### config.mk
export PLATFORM = sky130hd
export DESIGN_NAME = rf_frontend_mode_control
export DESIGN_NICKNAME = d
export VERILOG_FILES = /design/src/hdl/rf_mode_pkg.sv /design/src/hdl/rf_frontend_mode_control.sv
export SDC_FILE = /design/constraint.sdc
export NUM_CORES = 1
export LEC_CHECK = 0
export BUFFER_PORTS_ARGS = -buffer_cell sky130_fd_sc_hd__clkbuf_2
export CORE_MARGIN = 2
export CORE_UTILIZATION = 44
export CTS_CLUSTER_DIAMETER = 40
export DETAILED_ROUTE_END_ITERATION = 10
export PLACE_DENSITY = 0.7
export SYNTH_ARGS = -nofsm -noshare
export SYNTH_HDL_FRONTEND = slang
export SYNTH_SLANG_ARGS = --single-unit
### constraint.sdc
create_clock -name clk_i -period 2.9 [get_ports clk_i]
set_clock_uncertainty 0.15 [all_clocks]
set_input_delay 0.58 -clock clk_i [delete_from_list [all_inputs] [get_ports clk_i]]
set_output_delay 0.58 -clock clk_i [all_outputs]
set_load 0.03 [all_outputs]
### src/hdl/rf_mode_pkg.sv
// Constants, field layouts and carrier types for the front-end mode control.
// Assumes a 200 MHz clock and a classic Wishbone register bus.
// How it works
// - Power-up clears control, stays powered down.
// - Registers stay writable while powered down.
// - Enable bit 7 starts oscillator, regulators.
// - Interrupt when crystal oscillator becomes stable.
// - Separate receiver and transmitter enable bits.
// - Only wake-up bit set enters wake-up.
// - Wake-up measurement mismatch raises wake interrupt.
// - Single-driver bit runs only one driver.
// - Eight segments; normal level defaults all on.
// - Output select picks driven antenna output.
// - Modulation type bit picks AM or OOK.
// - OOK stops carrier; fast decay tristates.
// - AM turns on fewer segments than normal.
// - Calibrate command tunes AM level to target.
// - Receiver enable bit switches receiver on.
// - Channel count bit and auto/manual bit.
// - Receive-on gates RSSI, AGC, framing; timer sets.
// - Mask command clears, unmask sets receive-on.
// - Bit picks peak detector or mixer.
// - Low-frequency bypass skips demodulation.
package rf_mode_pkg;
  // Byte offsets of the registers.
  localparam logic [7:0] OFS_OP_CTRL = 8'h00;
  localparam logic [7:0] OFS_IO_CFG1 = 8'h04;
  localparam logic [7:0] OFS_IO_CFG2 = 8'h08;
  localparam logic [7:0] OFS_AUX_DEF = 8'h0C;
  localparam logic [7:0] OFS_NORM_LVL = 8'h10;
  localparam logic [7:0] OFS_AM_LVL = 8'h14;
  localparam logic [7:0] OFS_DEPTH = 8'h18;
  localparam logic [7:0] OFS_RX_CFG = 8'h1C;
  localparam logic [7:0] OFS_WAKE_PER = 8'h20;
  localparam logic [7:0] OFS_WAKE_REF = 8'h24;
  localparam logic [7:0] OFS_MASK_TIME = 8'h28;
  localparam logic [7:0] OFS_COMMAND = 8'h2C;
  localparam logic [7:0] OFS_STATUS = 8'h30;
  // Bit positions.
  localparam int OP_EN = 7;
  localparam int OP_RX_EN = 6;
  localparam int OP_RX_BOTH = 5;
  localparam int OP_RX_MAN = 4;
  localparam int OP_TX_EN = 3;
  localparam int OP_WU = 2;
  localparam int OP_CHAN_PM = 1;
  localparam int IO1_SINGLE = 7;
  localparam int IO1_PORT_SEL = 6;
  localparam int IO2_SLOW_UP = 7;
  localparam int AUX_MOD_TYPE = 5;
  localparam int AUX_FAST_DECAY = 4;
  localparam int RXC_MIXER = 7;
  localparam int RXC_LF_BYPASS = 6;
  // Values after reset, and the control value that selects wake-up.
  localparam logic [7:0] OP_RESET = 8'h00;
  localparam logic [7:0] NORM_RESET = 8'hFF;
  localparam logic [7:0] WAKE_ONLY = 8'h04;
  // Direct command codes.
  localparam logic [7:0] CMD_CAL_DEPTH = 8'h01;
  localparam logic [7:0] CMD_MASK_RX = 8'h02;
  localparam logic [7:0] CMD_UNMASK_RX = 8'h03;
  // Timer tick: 1000 ns at a 5 ns clock.
  localparam int TICK_NS = 1000;
  localparam int CLK_NS = 5;
  localparam int TICK_CYC = TICK_NS / CLK_NS;
  typedef enum logic [1:0] {MODE_PD, MODE_READY, MODE_WAKE} mode_e;
  typedef enum logic [1:0] {CAL_IDLE, CAL_MEAS, CAL_WAIT} cal_e;
  // One antenna driver: segment enables and tristate.
  typedef struct packed {
    logic [7:0] seg;
    logic       hiz;
  } drv_s;
endpackage

### src/hdl/rf_frontend_mode_control.sv
// Mode sequencer, driver control and receive gating of the front end.
// Assumes a classic Wishbone master and same-clock framing logic;
// only the oscillator amplitude flag arrives asynchronously.
//
// Our own choices: register access over Wishbone and the register offsets.
`timescale 1ns/1ps
`default_nettype none
module rf_frontend_mode_control (
  input  wire logic               clk_i,
  input  wire logic               rst_i,
  input  wire logic               wb_cyc_i,
  input  wire logic               wb_stb_i,
  input  wire logic               wb_we_i,
  input  wire logic [7:0]         wb_adr_i,
  input  wire logic [3:0]         wb_sel_i,
  input  wire logic [31:0]        wb_dat_i,
  output var  logic [31:0]        wb_dat_o,
  output var  logic               wb_ack_o,
  input  wire logic               osc_ok_i,
  input  wire logic               mod_i,
  input  wire logic               tx_end_i,
  input  wire logic               meas_done_i,
  input  wire logic [7:0]         meas_val_i,
  input  wire logic               adc_valid_i,
  input  wire logic [7:0]         adc_i,
  output var  logic               xtal_en_o,
  output var  logic               reg_en_o,
  output var  logic               rc_osc_en_o,
  output var  logic               osc_irq_o,
  output var  logic               wake_irq_o,
  output var  logic               wake_meas_o,
  output var  logic               cal_meas_o,
  output var  rf_mode_pkg::drv_s [1:0] drv_o,
  output var  logic               slow_ramp_o,
  output var  logic               rx_enable_o,
  output var  logic               am_chain_o,
  output var  logic               pm_chain_o,
  output var  logic               chan_auto_o,
  output var  logic               rx_on_o,
  output var  logic               mixer_sel_o,
  output var  logic               lowfreq_input_bypass_o
);
  // Software registers.
  logic [7:0] op_r;           // Operation control.
  logic [7:0] io1_r;          // Driver configuration.
  logic [7:0] io2_r;          // Slow ramp control.
  logic [7:0] aux_r;          // Modulation definition.
  logic [7:0] norm_r;         // Normal segment level.
  logic [7:0] am_r;           // Modulated segment level.
  logic [7:0] depth_r;        // Calibration target.
  logic [7:0] rxc_r;          // Receiver configuration.
  logic [7:0] wper_r;         // Wake period in ticks.
  logic [7:0] wref_r;         // Wake reference value.
  logic [7:0] mtime_r;        // Mask time in ticks.
  logic       ack_r;          // Bus acknowledge.
  logic [31:0] dat_r;         // Bus read data.
  // Internal state.
  rf_mode_pkg::mode_e mode_r; // Current operating mode.
  rf_mode_pkg::mode_e mode_nxt;
  rf_mode_pkg::cal_e  cal_r;  // Calibration sequencer.
  logic [2:0] osc_s_r;        // Oscillator flag synchroniser.
  logic       osc_ok_r;       // Filtered oscillator flag.
  logic       en_q_r;         // Enable bit one cycle late.
  logic       armed_r;        // Stable interrupt still owed.
  logic       osc_irq_r;
  logic       wake_irq_r;
  logic       wake_meas_r;
  logic       cal_meas_r;
  logic       wake_seen_r;    // Sticky wake mismatch status.
  logic [7:0] tick_r;         // Tick divider.
  logic       tick;
  logic [7:0] wcnt_r;         // Wake period counter.
  logic [7:0] mcnt_r;         // Mask timer counter.
  logic       mrun_r;         // Mask timer running.
  logic       rx_on_r;

  // Bus decode.
  wire bus_req = wb_cyc_i & wb_stb_i;
  wire wr_go   = bus_req & ack_r & wb_we_i & wb_sel_i[0];
  wire [7:0] wd = wb_dat_i[7:0];
  wire wr_op   = wr_go & (wb_adr_i == rf_mode_pkg::OFS_OP_CTRL);
  wire wr_io1  = wr_go & (wb_adr_i == rf_mode_pkg::OFS_IO_CFG1);
  wire wr_io2  = wr_go & (wb_adr_i == rf_mode_pkg::OFS_IO_CFG2);
  wire wr_aux  = wr_go & (wb_adr_i == rf_mode_pkg::OFS_AUX_DEF);
  wire wr_norm = wr_go & (wb_adr_i == rf_mode_pkg::OFS_NORM_LVL);
  wire wr_am   = wr_go & (wb_adr_i == rf_mode_pkg::OFS_AM_LVL);
  wire wr_dep  = wr_go & (wb_adr_i == rf_mode_pkg::OFS_DEPTH);
  wire wr_rxc  = wr_go & (wb_adr_i == rf_mode_pkg::OFS_RX_CFG);
  wire wr_wper = wr_go & (wb_adr_i == rf_mode_pkg::OFS_WAKE_PER);
  wire wr_wref = wr_go & (wb_adr_i == rf_mode_pkg::OFS_WAKE_REF);
  wire wr_mt   = wr_go & (wb_adr_i == rf_mode_pkg::OFS_MASK_TIME);
  wire wr_cmd  = wr_go & (wb_adr_i == rf_mode_pkg::OFS_COMMAND);
  wire cmd_cal = wr_cmd & (wd == rf_mode_pkg::CMD_CAL_DEPTH);
  wire cmd_msk = wr_cmd & (wd == rf_mode_pkg::CMD_MASK_RX);
  wire cmd_unm = wr_cmd & (wd == rf_mode_pkg::CMD_UNMASK_RX);
  // Status word: mode, oscillator, wake, receive-on, calibration.
  wire [7:0] status = {2'h0, cal_r != rf_mode_pkg::CAL_IDLE,
                       rx_on_r, wake_seen_r, osc_ok_r, mode_r};
  // Read selection; unmapped addresses read as zero.
  wire [7:0] rd =
    (wb_adr_i == rf_mode_pkg::OFS_OP_CTRL)   ? op_r    :
    (wb_adr_i == rf_mode_pkg::OFS_IO_CFG1)   ? io1_r   :
    (wb_adr_i == rf_mode_pkg::OFS_IO_CFG2)   ? io2_r   :
    (wb_adr_i == rf_mode_pkg::OFS_AUX_DEF)   ? aux_r   :
    (wb_adr_i == rf_mode_pkg::OFS_NORM_LVL)  ? norm_r  :
    (wb_adr_i == rf_mode_pkg::OFS_AM_LVL)    ? am_r    :
    (wb_adr_i == rf_mode_pkg::OFS_DEPTH)     ? depth_r :
    (wb_adr_i == rf_mode_pkg::OFS_RX_CFG)    ? rxc_r   :
    (wb_adr_i == rf_mode_pkg::OFS_WAKE_PER)  ? wper_r  :
    (wb_adr_i == rf_mode_pkg::OFS_WAKE_REF)  ? wref_r  :
    (wb_adr_i == rf_mode_pkg::OFS_MASK_TIME) ? mtime_r :
    (wb_adr_i == rf_mode_pkg::OFS_STATUS)    ? status  : 8'h00;

  // Acknowledge one cycle after the request; data is loaded with it.
  always_ff @(posedge clk_i)
  begin
    if (rst_i)
    begin
      ack_r <= 1'b0;
      dat_r <= 32'h0000_0000;
    end
    else
    begin
      ack_r <= bus_req & ~ack_r;
      if (bus_req & ~ack_r)
        dat_r <= {24'h00_0000, rd};
    end
  end

  // Configuration writes take effect in every mode.
  always_ff @(posedge clk_i)
  begin
    if (rst_i)
    begin
      op_r    <= rf_mode_pkg::OP_RESET;
      io1_r   <= 8'h00;
      io2_r   <= 8'h00;
      aux_r   <= 8'h00;
      norm_r  <= rf_mode_pkg::NORM_RESET;
      depth_r <= 8'h00;
      rxc_r   <= 8'h00;
      wper_r  <= 8'h00;
      wref_r  <= 8'h00;
      mtime_r <= 8'h00;
    end
    else
    begin
      // Written regardless of the operating mode.
      if (wr_op)   op_r    <= wd;
      if (wr_io1)  io1_r   <= wd;
      if (wr_io2)  io2_r   <= wd;
      if (wr_aux)  aux_r   <= wd;
      if (wr_norm) norm_r  <= wd;
      if (wr_dep)  depth_r <= wd;
      if (wr_rxc)  rxc_r   <= wd;
      if (wr_wper) wper_r  <= wd;
      if (wr_wref) wref_r  <= wd;
      if (wr_mt)   mtime_r <= wd;
    end
  end

  // Mode follows the control bits; enable outranks wake-up.
  wire wake_only = (op_r == rf_mode_pkg::WAKE_ONLY);
  always_comb
  begin
    if (op_r[rf_mode_pkg::OP_EN])
      mode_nxt = rf_mode_pkg::MODE_READY;
    else if (wake_only)
      mode_nxt = rf_mode_pkg::MODE_WAKE;
    else
      mode_nxt = rf_mode_pkg::MODE_PD;
  end
  wire ready = (mode_r == rf_mode_pkg::MODE_READY);
  wire waking = (mode_r == rf_mode_pkg::MODE_WAKE);

  // Mode register and the power enables it drives.
  always_ff @(posedge clk_i)
  begin
    if (rst_i)
    begin
      mode_r      <= rf_mode_pkg::MODE_PD;
      xtal_en_o   <= 1'b0;
      reg_en_o    <= 1'b0;
      rc_osc_en_o <= 1'b0;
    end
    else
    begin
      mode_r      <= mode_nxt;
      xtal_en_o   <= op_r[rf_mode_pkg::OP_EN];
      reg_en_o    <= op_r[rf_mode_pkg::OP_EN];
      rc_osc_en_o <= wake_only;
    end
  end

  // Oscillator flag: three stages, accepted when the last two agree.
  always_ff @(posedge clk_i)
  begin
    if (rst_i)
    begin
      osc_s_r  <= 3'h0;
      osc_ok_r <= 1'b0;
    end
    else
    begin
      osc_s_r <= {osc_s_r[1:0], osc_ok_i};
      if (osc_s_r[1] == osc_s_r[2])
        osc_ok_r <= osc_s_r[1];
    end
  end

  // Stable interrupt is armed by each rise of enable, fired once.
  wire en_rise = op_r[rf_mode_pkg::OP_EN] & ~en_q_r;
  wire osc_fire = armed_r & osc_ok_r & ready;
  always_ff @(posedge clk_i)
  begin
    if (rst_i)
    begin
      en_q_r    <= 1'b0;
      armed_r   <= 1'b0;
      osc_irq_r <= 1'b0;
    end
    else
    begin
      en_q_r    <= op_r[rf_mode_pkg::OP_EN];
      osc_irq_r <= osc_fire;
      if (en_rise)
        armed_r <= 1'b1;
      else if (osc_fire | ~op_r[rf_mode_pkg::OP_EN])
        armed_r <= 1'b0;
    end
  end

  // Microsecond tick shared by the wake-up and mask timers.
  assign tick = (tick_r == 8'(rf_mode_pkg::TICK_CYC - 1));
  always_ff @(posedge clk_i)
  begin
    if (rst_i)
      tick_r <= 8'h00;
    else
      tick_r <= tick ? 8'h00 : tick_r + 8'h01;
  end

  // Wake-up timer schedules measurements; mismatch wakes the host.
  wire wake_due = waking & tick & (wcnt_r >= wper_r);
  wire mismatch = waking & meas_done_i & (meas_val_i != wref_r);
  always_ff @(posedge clk_i)
  begin
    if (rst_i)
    begin
      wcnt_r      <= 8'h00;
      wake_meas_r <= 1'b0;
      wake_irq_r  <= 1'b0;
      wake_seen_r <= 1'b0;
    end
    else
    begin
      wake_meas_r <= wake_due;
      wake_irq_r  <= mismatch;
      if (!waking | wake_due)
        wcnt_r <= 8'h00;
      else if (tick)
        wcnt_r <= wcnt_r + 8'h01;
      // A new mismatch outranks leaving the wake-up mode.
      if (mismatch)
        wake_seen_r <= 1'b1;
      else if (mode_nxt != rf_mode_pkg::MODE_WAKE)
        wake_seen_r <= 1'b0;
    end
  end

  // Calibration: start from normal level, drop while too strong.
  wire too_high = adc_i > depth_r;
  always_ff @(posedge clk_i)
  begin
    if (rst_i)
    begin
      cal_r      <= rf_mode_pkg::CAL_IDLE;
      am_r       <= 8'h00;
      cal_meas_r <= 1'b0;
    end
    else
    begin
      cal_meas_r <= 1'b0;
      unique case (cal_r)
        rf_mode_pkg::CAL_IDLE:
        begin
          if (cmd_cal)
          begin
            am_r  <= norm_r;
            cal_r <= rf_mode_pkg::CAL_MEAS;
          end
          else if (wr_am)
            am_r <= wd;
        end
        rf_mode_pkg::CAL_MEAS:
        begin
          cal_meas_r <= 1'b1;
          cal_r      <= rf_mode_pkg::CAL_WAIT;
        end
        rf_mode_pkg::CAL_WAIT:
        begin
          if (adc_valid_i)
          begin
            if (too_high && am_r != 8'h00)
            begin
              am_r  <= am_r - 8'h01;
              cal_r <= rf_mode_pkg::CAL_MEAS;
            end
            else
              cal_r <= rf_mode_pkg::CAL_IDLE;
          end
        end
      endcase
    end
  end

  // Mask timer runs from the end of transmission; expiry opens rx.
  wire m_exp = mrun_r & tick & (mcnt_r >= mtime_r);
  always_ff @(posedge clk_i)
  begin
    if (rst_i)
    begin
      mcnt_r  <= 8'h00;
      mrun_r  <= 1'b0;
      rx_on_r <= 1'b0;
    end
    else
    begin
      if (tx_end_i)
      begin
        mcnt_r <= 8'h00;
        mrun_r <= 1'b1;
      end
      else if (m_exp)
        mrun_r <= 1'b0;
      else if (mrun_r & tick)
        mcnt_r <= mcnt_r + 8'h01;
      // Direct commands outrank the timer in the same cycle.
      if (cmd_msk)
        rx_on_r <= 1'b0;
      else if (cmd_unm)
        rx_on_r <= 1'b1;
      else if (m_exp)
        rx_on_r <= 1'b1;
    end
  end

  // Drive levels shared by both drivers.
  wire tx_live = ready & op_r[rf_mode_pkg::OP_TX_EN];
  wire ook = ~aux_r[rf_mode_pkg::AUX_MOD_TYPE];
  wire single = io1_r[rf_mode_pkg::IO1_SINGLE];
  wire psel = io1_r[rf_mode_pkg::IO1_PORT_SEL];
  // AM keeps only segments already on at normal level.
  wire [7:0] am_seg = am_r & norm_r;
  wire [7:0] mod_seg = ook ? 8'h00 : am_seg;
  wire [7:0] live_seg = mod_i ? mod_seg : norm_r;
  wire fast_off = mod_i & ook & aux_r[rf_mode_pkg::AUX_FAST_DECAY];

  // One register stage per antenna driver.
  genvar d;
  generate
    for (d = 0; d < 2; d++)
    begin : g_drv
      // Single mode drives only the selected output.
      wire used = ~single | (psel == (d == 1));
      wire on = tx_live & used;
      // Each driver owns its own state, so no variable has two writers.
      rf_mode_pkg::drv_s drv_q;
      always_ff @(posedge clk_i)
      begin
        if (rst_i)
        begin
          drv_q.seg <= 8'h00;
          drv_q.hiz <= 1'b1;
        end
        else
        begin
          drv_q.seg <= (on & ~fast_off) ? live_seg : 8'h00;
          drv_q.hiz <= ~on | fast_off;
        end
      end
    end
  endgenerate

  // Receiver controls and the slow ramp flag, registered for clean outputs.
  wire both = op_r[rf_mode_pkg::OP_RX_BOTH];
  wire pick_pm = op_r[rf_mode_pkg::OP_CHAN_PM];
  always_ff @(posedge clk_i)
  begin
    if (rst_i)
    begin
      rx_enable_o <= 1'b0;
      am_chain_o  <= 1'b0;
      pm_chain_o  <= 1'b0;
      chan_auto_o <= 1'b0;
      mixer_sel_o <= 1'b0;
      lowfreq_input_bypass_o <= 1'b0;
      slow_ramp_o <= 1'b0;
    end
    else
    begin
      rx_enable_o <= ready & op_r[rf_mode_pkg::OP_RX_EN];
      am_chain_o  <= both | ~pick_pm;
      pm_chain_o  <= both | pick_pm;
      chan_auto_o <= both & ~op_r[rf_mode_pkg::OP_RX_MAN];
      mixer_sel_o <= rxc_r[rf_mode_pkg::RXC_MIXER];
      lowfreq_input_bypass_o <= rxc_r[rf_mode_pkg::RXC_LF_BYPASS];
      slow_ramp_o <= io2_r[rf_mode_pkg::IO2_SLOW_UP];
    end
  end

  assign wb_ack_o    = ack_r;
  assign wb_dat_o    = dat_r;
  assign osc_irq_o   = osc_irq_r;
  assign wake_irq_o  = wake_irq_r;
  assign wake_meas_o = wake_meas_r;
  assign cal_meas_o  = cal_meas_r;
  assign drv_o       = {g_drv[1].drv_q, g_drv[0].drv_q};
  assign rx_on_o     = rx_on_r;

  // Checks placed beside the logic they guard.
  pwr_down_a: assert property (@(posedge clk_i)
    rst_i |=> (!xtal_en_o && !reg_en_o && op_r == 8'h00 && mode_r == rf_mode_pkg::MODE_PD))
    else $error("not powered down after reset");
  ready_entry_a: assert property (@(posedge clk_i) disable iff (rst_i)
    op_r[rf_mode_pkg::OP_EN] |=> (ready && xtal_en_o && reg_en_o))
    else $error("enable did not reach ready mode");
  osc_irq_a: assert property (@(posedge clk_i) disable iff (rst_i)
    (armed_r && osc_ok_r && ready) |=> osc_irq_r)
    else $error("stable interrupt missing");
  osc_once_a: assert property (@(posedge clk_i) disable iff (rst_i)
    osc_irq_r |-> (!armed_r && !$past(osc_irq_r)))
    else $error("stable interrupt repeated");
  wake_mode_a: assert property (@(posedge clk_i) disable iff (rst_i)
    (op_r == rf_mode_pkg::WAKE_ONLY) |=> (waking && rc_osc_en_o))
    else $error("wake-up mode not entered");
  wake_irq_a: assert property (@(posedge clk_i) disable iff (rst_i)
    (waking && meas_done_i && meas_val_i != wref_r) |=> (wake_irq_o && wake_seen_r))
    else $error("wake mismatch not reported");
  single_drv_a: assert property (@(posedge clk_i) disable iff (rst_i)
    (single && !psel) |=> (drv_o[1].hiz && drv_o[1].seg == 8'h00))
    else $error("unselected driver active");
  ook_off_a: assert property (@(posedge clk_i) disable iff (rst_i)
    (tx_live && mod_i && ook) |=> (drv_o[0].seg == 8'h00 && drv_o[1].seg == 8'h00))
    else $error("carrier driven during keying");
  am_fewer_a: assert property (@(posedge clk_i) disable iff (rst_i)
    (mod_i && !ook) |=> ((drv_o[0].seg & ~$past(norm_r)) == 8'h00))
    else $error("modulated level exceeds normal");
  rx_mask_a: assert property (@(posedge clk_i) disable iff (rst_i)
    cmd_msk |=> !rx_on_o)
    else $error("mask command ignored");
  mask_exp_a: assert property (@(posedge clk_i) disable iff (rst_i)
    (m_exp && !cmd_msk) |=> rx_on_o)
    else $error("mask timer expiry did not open receive");
  rx_en_a: assert property (@(posedge clk_i) disable iff (rst_i)
    (ready && op_r[rf_mode_pkg::OP_RX_EN] && $stable(op_r)) |=> rx_enable_o)
    else $error("receiver not enabled");
endmodule
`default_nettype wire

# --- After elaboration in Yosys (flattened, before gate mapping) ---
# Cells that the tools add are included.
word_totals:
  wordCells: 191
  in_bits: 70
  out_inout_bits: 66
  reg_bits: 164
classes:
  n_mux: 34
  n_lt_le_gt_ge: 3
  n_reduce_logical: 20
  n_bitwise: 61
  n_eq_ne: 28
  add_sub_neg: 4
op_table:
  columns: ["operator", "count"]
  rows:
  - ["8-bit two-way mux", 17]
  - ["8-bit by 6-bit == test with 1-bit output (second input constant)", 5]
  - ["1-bit AND", 38]
  - ["8-bit by 5-bit == test with 1-bit output (second input constant)", 4]
  - ["8-bit by 1-bit adder with 8-bit output (second input constant)", 3]
  - ["8-bit by 2-bit == test with 1-bit output (second input constant)", 2]
  - ["8-bit by 3-bit == test with 1-bit output (second input constant)", 2]
  - ["8-bit by 4-bit == test with 1-bit output (second input constant)", 2]
  - ["8-bit greater-or-equal comparator", 2]
  - ["8-bit case mux with 2 select lines", 1]
  - ["1-bit NOT", 14]
  - ["2-bit nonzero test", 6]
  - ["2-bit OR reduction", 6]
  - ["1-bit two-way mux", 10]
  - ["8-bit AND", 1]
  - ["8-bit by 1-bit == test with 1-bit output (second input constant)", 1]
  - ["8-bit == test (second input constant)", 1]
  - ["8-bit > comparator", 1]
  - ["8-bit zero test", 1]
  - ["2-bit two-way mux", 4]
  - ["2-bit != test (second input constant)", 4]
  - ["8-bit != test", 1]
  - ["1-bit bitwise OR", 8]
  - ["8-bit nonzero test", 1]
  - ["12 further kinds", 15]

# --- Depth between registers and ports, before layout ---
depth:
  depth_word: 13
  ltp_mapped: 9
  ltp_nobuf: 8

# --- Worst setup path after synthesis ---
# OpenSTA, ideal clock, no wires.
synth_timing:
  path_type: "in2reg"
  start: "input port wb_adr_i[6]"
  end: "register dat_r[1] (netlist: wb_dat_o[1])"
  path_slack_ns: 0.390
  required_time_ns: 2.616
  stages: 7
  arrival_time_ns: 2.227
  path_buffers: 2
  setup_time_ns: 0.134
  path_cell_list: "buf_2 or4b_2 buf_2 a2111oi_0 a31oi_1 a221oi_1 o22ai_1"
synth_via:
  elab_chain_len: 13
  word_cells_on_any_way: 24
  classes_between: "eq/ne: 11; mux: 12; reduce/logical: 1"
synth_rtl:
  columns: ["item", "line_no", "text"]
  rows:
  - ["start, declared", "rf_frontend_mode_control.sv:14", "input wire logic [7:0] wb_adr_i,"]
  - ["8-bit by 6-bit == test with 1-bit output", "rf_frontend_mode_control.sv:112", "(wb_adr_i == rf_mode_pkg::OFS_STATUS) ? status : 8'h00;"]
  - ["6-bit two-way mux", "rf_frontend_mode_control.sv:112", null]
  - ["8-bit two-way mux", "rf_frontend_mode_control.sv:111", "(wb_adr_i == rf_mode_pkg::OFS_MASK_TIME) ? mtime_r :"]
  - ["8-bit two-way mux", "rf_frontend_mode_control.sv:110", "(wb_adr_i == rf_mode_pkg::OFS_WAKE_REF) ? wref_r :"]
  - ["8-bit two-way mux", "rf_frontend_mode_control.sv:109", "(wb_adr_i == rf_mode_pkg::OFS_WAKE_PER) ? wper_r :"]
  - ["8-bit two-way mux", "rf_frontend_mode_control.sv:108", "(wb_adr_i == rf_mode_pkg::OFS_RX_CFG) ? rxc_r :"]
  - ["8-bit two-way mux", "rf_frontend_mode_control.sv:107", "(wb_adr_i == rf_mode_pkg::OFS_DEPTH) ? depth_r :"]
  - ["8-bit two-way mux", "rf_frontend_mode_control.sv:106", "(wb_adr_i == rf_mode_pkg::OFS_AM_LVL) ? am_r :"]
  - ["8-bit two-way mux", "rf_frontend_mode_control.sv:105", "(wb_adr_i == rf_mode_pkg::OFS_NORM_LVL) ? norm_r :"]
  - ["8-bit two-way mux", "rf_frontend_mode_control.sv:104", "(wb_adr_i == rf_mode_pkg::OFS_AUX_DEF) ? aux_r :"]
  - ["8-bit two-way mux", "rf_frontend_mode_control.sv:103", "(wb_adr_i == rf_mode_pkg::OFS_IO_CFG2) ? io2_r :"]
  - ["8-bit two-way mux", "rf_frontend_mode_control.sv:102", "(wb_adr_i == rf_mode_pkg::OFS_IO_CFG1) ? io1_r :"]
  - ["8-bit two-way mux (*)", "rf_frontend_mode_control.sv:101", "(wb_adr_i == rf_mode_pkg::OFS_OP_CTRL) ? op_r :"]
  - ["end signal, assigned", "rf_frontend_mode_control.sv:126", "dat_r <= {24'h00_0000, rd};"]
  - ["end, declared", "rf_frontend_mode_control.sv:56", "logic [31:0] dat_r;"]
# Every way passes the cells marked *; elsewhere a longest branch is shown, timed or not.
# A chain may end at the register's enable or synchronous reset.

# --- Worst setup path after layout ---
layout_timing:
  start: "register mtime_r[6]"
  end: "register mcnt_r[7]"
layout_via:
  elab_chain_len: 4
layout_rtl:
  columns: ["item", "line_no", "text"]
  rows:
  - ["start, declared", "rf_frontend_mode_control.sv:54", "logic [7:0] mtime_r;"]
  - ["start signal, assigned", "rf_frontend_mode_control.sv:158", "if (wr_mt) mtime_r <= wd;"]
  - ["8-bit greater-or-equal comparator", "rf_frontend_mode_control.sv:318", "wire m_exp = mrun_r & tick & (mcnt_r >= mtime_r);"]
  - ["1-bit AND", "rf_frontend_mode_control.sv:318", null]
  - ["1-bit NOT (no line)", null, null]
  - ["2-bit AND reduction (no line)", null, null]
  - ["end signal, assigned", "rf_frontend_mode_control.sv:337", "mcnt_r <= mcnt_r + 8'h01;"]
  - ["end, declared", "rf_frontend_mode_control.sv:73", "logic [7:0] mcnt_r;"]
# Every way passes these cells.

==> impl_table.tex <==
\begin{tabular}{lr}
\hline
Metric & Value \\
\hline
\multicolumn{2}{l}{\textbf{Timing}} \\
\quad RSZ-0062 raised after global routing & false \\
\quad Max-slew violation count & 0 \\
\quad Final setup violation count & 0 \\
\quad Max Clk Rate & 389.0 MHz \\
\quad Final cycle utilization of the critical path & 0.8864 \\
\quad Least-Margin Pin Slew & 0.7703 ns \\
\quad Final hold viol count & 0 \\
\quad Crit path time final & 2.570 ns \\
\quad Worst slew margin & 0.4859 \\
\quad Accumulated negative setup slack & 0 ns \\
\multicolumn{2}{l}{\textbf{Worst setup path}} \\
\quad Critical-path maximum fanout & 5 \\
\quad Data required time at the worst endpoint & 3.12 ns \\
\quad Maximum single-stage delay on the critical path & 0.46 ns \\
\quad Critical Path End Type & flop \\
\quad RR Endpoint & mcnt\_r[7] \\
\quad Sort of element at the start of the critical path & flop \\
\quad Worst R2R Path Depth & 7 \\
\quad Setup slack of the worst register-to-register path & 0.33 ns \\
\quad Family with the most delay on the worst path & compound AO/OA/AOI/OAI gates \\
\quad Buf+Inv Stages, Crit Path & 1 \\
\quad Library cell contributing the largest single delay on the critical path & sky130\_fd\_sc\_hd\_\_a221oi\_1 \\
\quad Critical path data arrival time & approximately 2.8 ns \\
\quad Crit-path cells & inv\_1, ha\_1, o211a\_1, a221oi\_1, o2111ai\_1, or3\_1, a21oi\_1 \\
\quad CP Class & reg2reg \\
\quad Launch instance of the worst register-to-register path & mtime\_r[6] \\
\multicolumn{2}{l}{\textbf{Floorplan}} \\
\quad Std-Cell Core Area & 18,090 sq um \\
\quad Ports & 136 \\
\quad Die area & 19,650 sq um \\
\quad Initial cell density of the core & 0.4511 \\
\quad Rows & 49 \\
\quad Width of the die & 140.2 um \\
\quad Height of the chip & 140.2 um \\
\multicolumn{2}{l}{\textbf{Power and ir drop}} \\
\quad Switching power & 1.241 mW \\
\quad Power share of the clock group & 0.462 \\
\quad Internal power & roughly 3.6 mW \\
\quad Part of the total power dissipated in combinational logic & 0.071 \\
\quad Pwr Density & 509.2 nW/um\^{}2 \\
\quad Part of the power in registers & 0.468 \\
\quad Max VDD drop & 0.2411 mV \\
\quad Leakage & 4.129 nW \\
\quad Switching Share & 0.2572 \\
\multicolumn{2}{l}{\textbf{Logic synthesis}} \\
\quad Proportion of synthesized flip-flops having asynchronous set or reset & 0 \\
\quad Register area share after synthesis & 0.3999 \\
\quad Total of flip-flops plus latches after synthesis & 163 \\
\quad Dominant synthesized flop cell & sky130\_fd\_sc\_hd\_\_dfxtp\_1 \\
\quad Yosys warns & 0 \\
\quad Syn Area/Cell & $\sim$8.4 sq um \\
\quad Gate count of the mapped netlist & 968 \\
\quad Count of cell types in the netlist & 77 \\
\quad Post-synth design cell area & 8159 sq um \\
\quad Number of flops mapped to enable cells by yosys & 0 \\
\multicolumn{2}{l}{\textbf{Detailed routing}} \\
\quad DR iter-0 viols & around 660 \\
\quad Pre-antenna DRT Iters & 9 \\
\quad Routed wire length per instance & 18.26 um \\
\quad Routed vias/inst & approximately 5.7 \\
\quad Number of design rule violations left after detail routing & 8 \\
\quad Sum of routed wire length over all layers & 23,760 um \\
\quad Antenna-violating nets left & 0 \\
\quad Total via count after detailed routing & 7,391 \\
\multicolumn{2}{l}{\textbf{GRT}} \\
\quad Aggregate global routing overflow & 0 \\
\quad Global router's overall resource usage & 0.2418 \\
\quad Number of global-route vias before repair & 6,870 \\
\quad Global-route wire length before repair & 36,890 um \\
\quad Pin count of the biggest net entering global routing & about 90 \\
\quad Number of antenna violations at the first check in global routing & 0 \\
\multicolumn{2}{l}{\textbf{Flow run}} \\
\quad Max-cap violations & 0 \\
\multicolumn{2}{l}{\textbf{CTS}} \\
\quad Root buffer cell & sky130\_fd\_sc\_hd\_\_clkbuf\_16 \\
\quad Clock slew seen by the registers of the worst setup and hold paths & 0.07 ns \\
\quad Maximum buffer depth of the clock tree & 2 \\
\quad TritonCTS clock tree & built \\
\quad \# hold bufs at CTS & 0 \\
\quad Clock net sink count & approximately 160 \\
\quad PostCTS Resize Cnt & 0 \\
\quad Clock Latency Late Sink & approximately 0.44 ns \\
\quad Total number of H-tree levels & 4 \\
\quad Buffers inserted during post-CTS setup optimization & 0 \\
\quad Number of CTS-inserted buffers & 17 \\
\multicolumn{2}{l}{\textbf{Worst hold path}} \\
\quad Hold\_sp & osc\_ok\_i \\
\quad Hold Crit Depth & 2 \\
\quad Hold WC Path Type & in2reg \\
\quad Destination of the worst hold path & osc\_s\_r[0] \\
\multicolumn{2}{l}{\textbf{Layout}} \\
\quad Net count of the finished layout & 1,158 \\
\quad Layout cells sized above 1 & 0.1782 \\
\quad Final core occ & 0.5237 \\
\quad ANT cells & 0 \\
\quad Synth-to-Final Area Change & 16.09\% \\
\quad Finished Cell Area & 9472 sq um \\
\multicolumn{2}{l}{\textbf{Place}} \\
\quad Count of buffers from port buffering & 84 \\
\quad Area of placed instances & a little under 9000 sq um \\
\quad Routability cong. & 0.9437 \\
\quad Post-DP HPWL & about 17,000 um \\
\multicolumn{2}{l}{\textbf{Status}} \\
\quad Status & finished, violations left \\
\quad Violated checks & DRC \\
\hline
\end{tabular}
[how the worst max path moves through the flow]
| stage | startpoint | endpoint | slack [ns] | cells after the start |
|---|---|---|---|---|
| 2_1_floorplan | wb_adr_i[6] | wb_dat_o[1] | 0.39 | 7 |
| 3_3_place_gp | wb_adr_i[4] | wb_dat_o[1] | 0.09 | 7 |
| 3_5_place_dp | wb_adr_i[4] | wb_dat_o[1] | 0.07 | 7 |
| 4_1_cts | mtime_r[6] | mcnt_r[4] | 0.33 | 7 |
| 5_1_grt | mtime_r[6] | mcnt_r[4] | 0.11 | 7 |
| 6_report | mtime_r[6] | mcnt_r[7] | 0.33 | 7 |
[sequential cells by signal (all words and copies together), names as in the netlist, 2 cells and up]
register  flops
drv_o        18
wcnt_r        8
mode_r        2
depth_r       8
op_r          8
rxc_r         8
mcnt_r        8
osc_s_r       3
wref_r        8
mtime_r       8
tick_r        8
io1_r         8
aux_r         8
am_r          8
norm_r        8
wper_r        8
io2_r         8
cal_r         2
wb_dat_o      8
[power groups by stage]
stage          combinational (mW)  clock, mW  sequential (mW)
3_3_place_gp                0.333          0             2.31
2_1_floorplan               0.226          0             2.31
6_report                    0.341       2.23             2.26
4_1_cts                     0.336       2.26             2.26
5_1_grt                     0.367       2.34             2.26
3_5_place_dp                0.335          0             2.31
[kinds of logic after synthesis]
kind of cell	after synthesis	synth area share
flip-flops	163	0.3999
other	1	0.0004596
multiplexers	58	0.07621
XOR/XNOR	25	0.02684
AND/OR/NAND/NOR	373	0.2193
AO/OA/AOI/OAI	198	0.1612
adder cells (fa/ha/maj)	29	0.04447
buffers and inverters	121	0.07161
[final cells by class]
| class | count | area (sq um) |
|---|---|---|
| clock buffer | 18 | 439.2 |
| clock inverter | 14 | 143.9 |
| fill | 1722 | 8615 |
| inverter | 39 | 146.4 |
| multi-input combinational | 707 | 4404 |
| sequential | 163 | 3263 |
| tap | 229 | 286.5 |
| timing repair buffer | 131 | 788.3 |
[cell usage in the layout, fill, tap and decap left out, types with 5 or more instances in the layout]
cell / synthesis / final
sky130_fd_sc_hd__o211ai_1: 5 / 5
sky130_fd_sc_hd__a22oi_1: 10 / 10
sky130_fd_sc_hd__xor2_1: 19 / 19
sky130_fd_sc_hd__clkinv_4: 0 / 5
sky130_fd_sc_hd__o221ai_1: 6 / 6
sky130_fd_sc_hd__nor4_1: 6 / 5
sky130_fd_sc_hd__and3_1: 10 / 10
sky130_fd_sc_hd__mux2i_1: 52 / 52
sky130_fd_sc_hd__a21o_1: 7 / 7
sky130_fd_sc_hd__a221oi_1: 5 / 5
sky130_fd_sc_hd__nor2_1: 118 / 118
sky130_fd_sc_hd__clkbuf_16: 0 / 17
sky130_fd_sc_hd__inv_1: 39 / 39
sky130_fd_sc_hd__buf_4: 26 / 47
sky130_fd_sc_hd__nand2b_1: 5 / 5
sky130_fd_sc_hd__dfxtp_1: 163 / 163
sky130_fd_sc_hd__o21ai_0: 25 / 25
sky130_fd_sc_hd__o22ai_1: 6 / 6
sky130_fd_sc_hd__nand3_1: 47 / 47
sky130_fd_sc_hd__xnor2_1: 6 / 6
sky130_fd_sc_hd__nand4_1: 10 / 10
sky130_fd_sc_hd__clkbuf_2: 0 / 83
sky130_fd_sc_hd__nand2_1: 115 / 115
sky130_fd_sc_hd__a31oi_1: 9 / 9
sky130_fd_sc_hd__nor2b_1: 14 / 14
sky130_fd_sc_hd__conb_1: 1 / 24
sky130_fd_sc_hd__ha_1: 29 / 29
sky130_fd_sc_hd__nor3_1: 12 / 12
sky130_fd_sc_hd__a21oi_1: 68 / 68
sky130_fd_sc_hd__o21a_1: 6 / 6
sky130_fd_sc_hd__a211o_1: 6 / 6
[per-layer routing]
metal / vias to the layer above / part of all wire / GRT usage
met4: 0 / 0.028 / 0.09357
met5: - / 0 / 0
met3: 50 / 0.077 / 0.03590
met1: 3489 / 0.45 / 0.3361
met2: 313 / 0.45 / 0.3803
li1: 3539 / - / -
[per-stage QoR]
step | setup WS, ns | instances | power, mW | hold slack, ns
after detailed placement | 0.07497 | 1269 | 2.641 | 0.2783
final | 0.3296 | 1301 | 4.823 | 0.2160
after global placement | 0.09026 | 1269 | 2.639 | 0.2675
after CTS | 0.3272 | 1301 | 4.851 | 0.1965
after global routing | 0.1062 | 1301 | 4.960 | 0.2324
after floorplan | 0.3897 | 991 | 2.538 | 0.2630
[synthesized netlist by cell type, types with 4 or more instances]
cell                        instances  area [sq um]
sky130_fd_sc_hd__dfxtp_1          163          3263
sky130_fd_sc_hd__nor2_1           118         442.9
sky130_fd_sc_hd__nand2_1          115         431.7
sky130_fd_sc_hd__a21oi_1           68         340.3
sky130_fd_sc_hd__mux2i_1           52         520.5
sky130_fd_sc_hd__nand3_1           47         235.2
sky130_fd_sc_hd__clkbuf_1          39         146.4
sky130_fd_sc_hd__inv_1             39         146.4
sky130_fd_sc_hd__ha_1              29         362.9
sky130_fd_sc_hd__buf_4             26         195.2
sky130_fd_sc_hd__o21ai_0           25         125.1
sky130_fd_sc_hd__xor2_1            19         166.4
sky130_fd_sc_hd__nor2b_1           14         87.58
sky130_fd_sc_hd__nor3_1            12         60.06
sky130_fd_sc_hd__a22oi_1           10         75.07
sky130_fd_sc_hd__and3_1            10         62.56
sky130_fd_sc_hd__nand4_1           10         62.56
sky130_fd_sc_hd__a31oi_1            9         56.30
sky130_fd_sc_hd__buf_2              8         40.04
sky130_fd_sc_hd__a21o_1             7         52.55
sky130_fd_sc_hd__a211o_1            6         52.55
sky130_fd_sc_hd__buf_1              6         22.52
sky130_fd_sc_hd__nor4_1             6         37.54
sky130_fd_sc_hd__o21a_1             6         45.04
sky130_fd_sc_hd__o221ai_1           6         52.55
sky130_fd_sc_hd__o22ai_1            6         37.54
sky130_fd_sc_hd__xnor2_1            6         52.55
sky130_fd_sc_hd__a221oi_1           5         43.79
sky130_fd_sc_hd__nand2b_1           5         31.28
sky130_fd_sc_hd__o211ai_1           5         37.54
sky130_fd_sc_hd__a211oi_1           4         30.03
sky130_fd_sc_hd__and2_1             4         25.02
sky130_fd_sc_hd__o2111ai_1          4         35.03
sky130_fd_sc_hd__o31ai_1            4         30.03
Power figures use the tool's default switching activity.
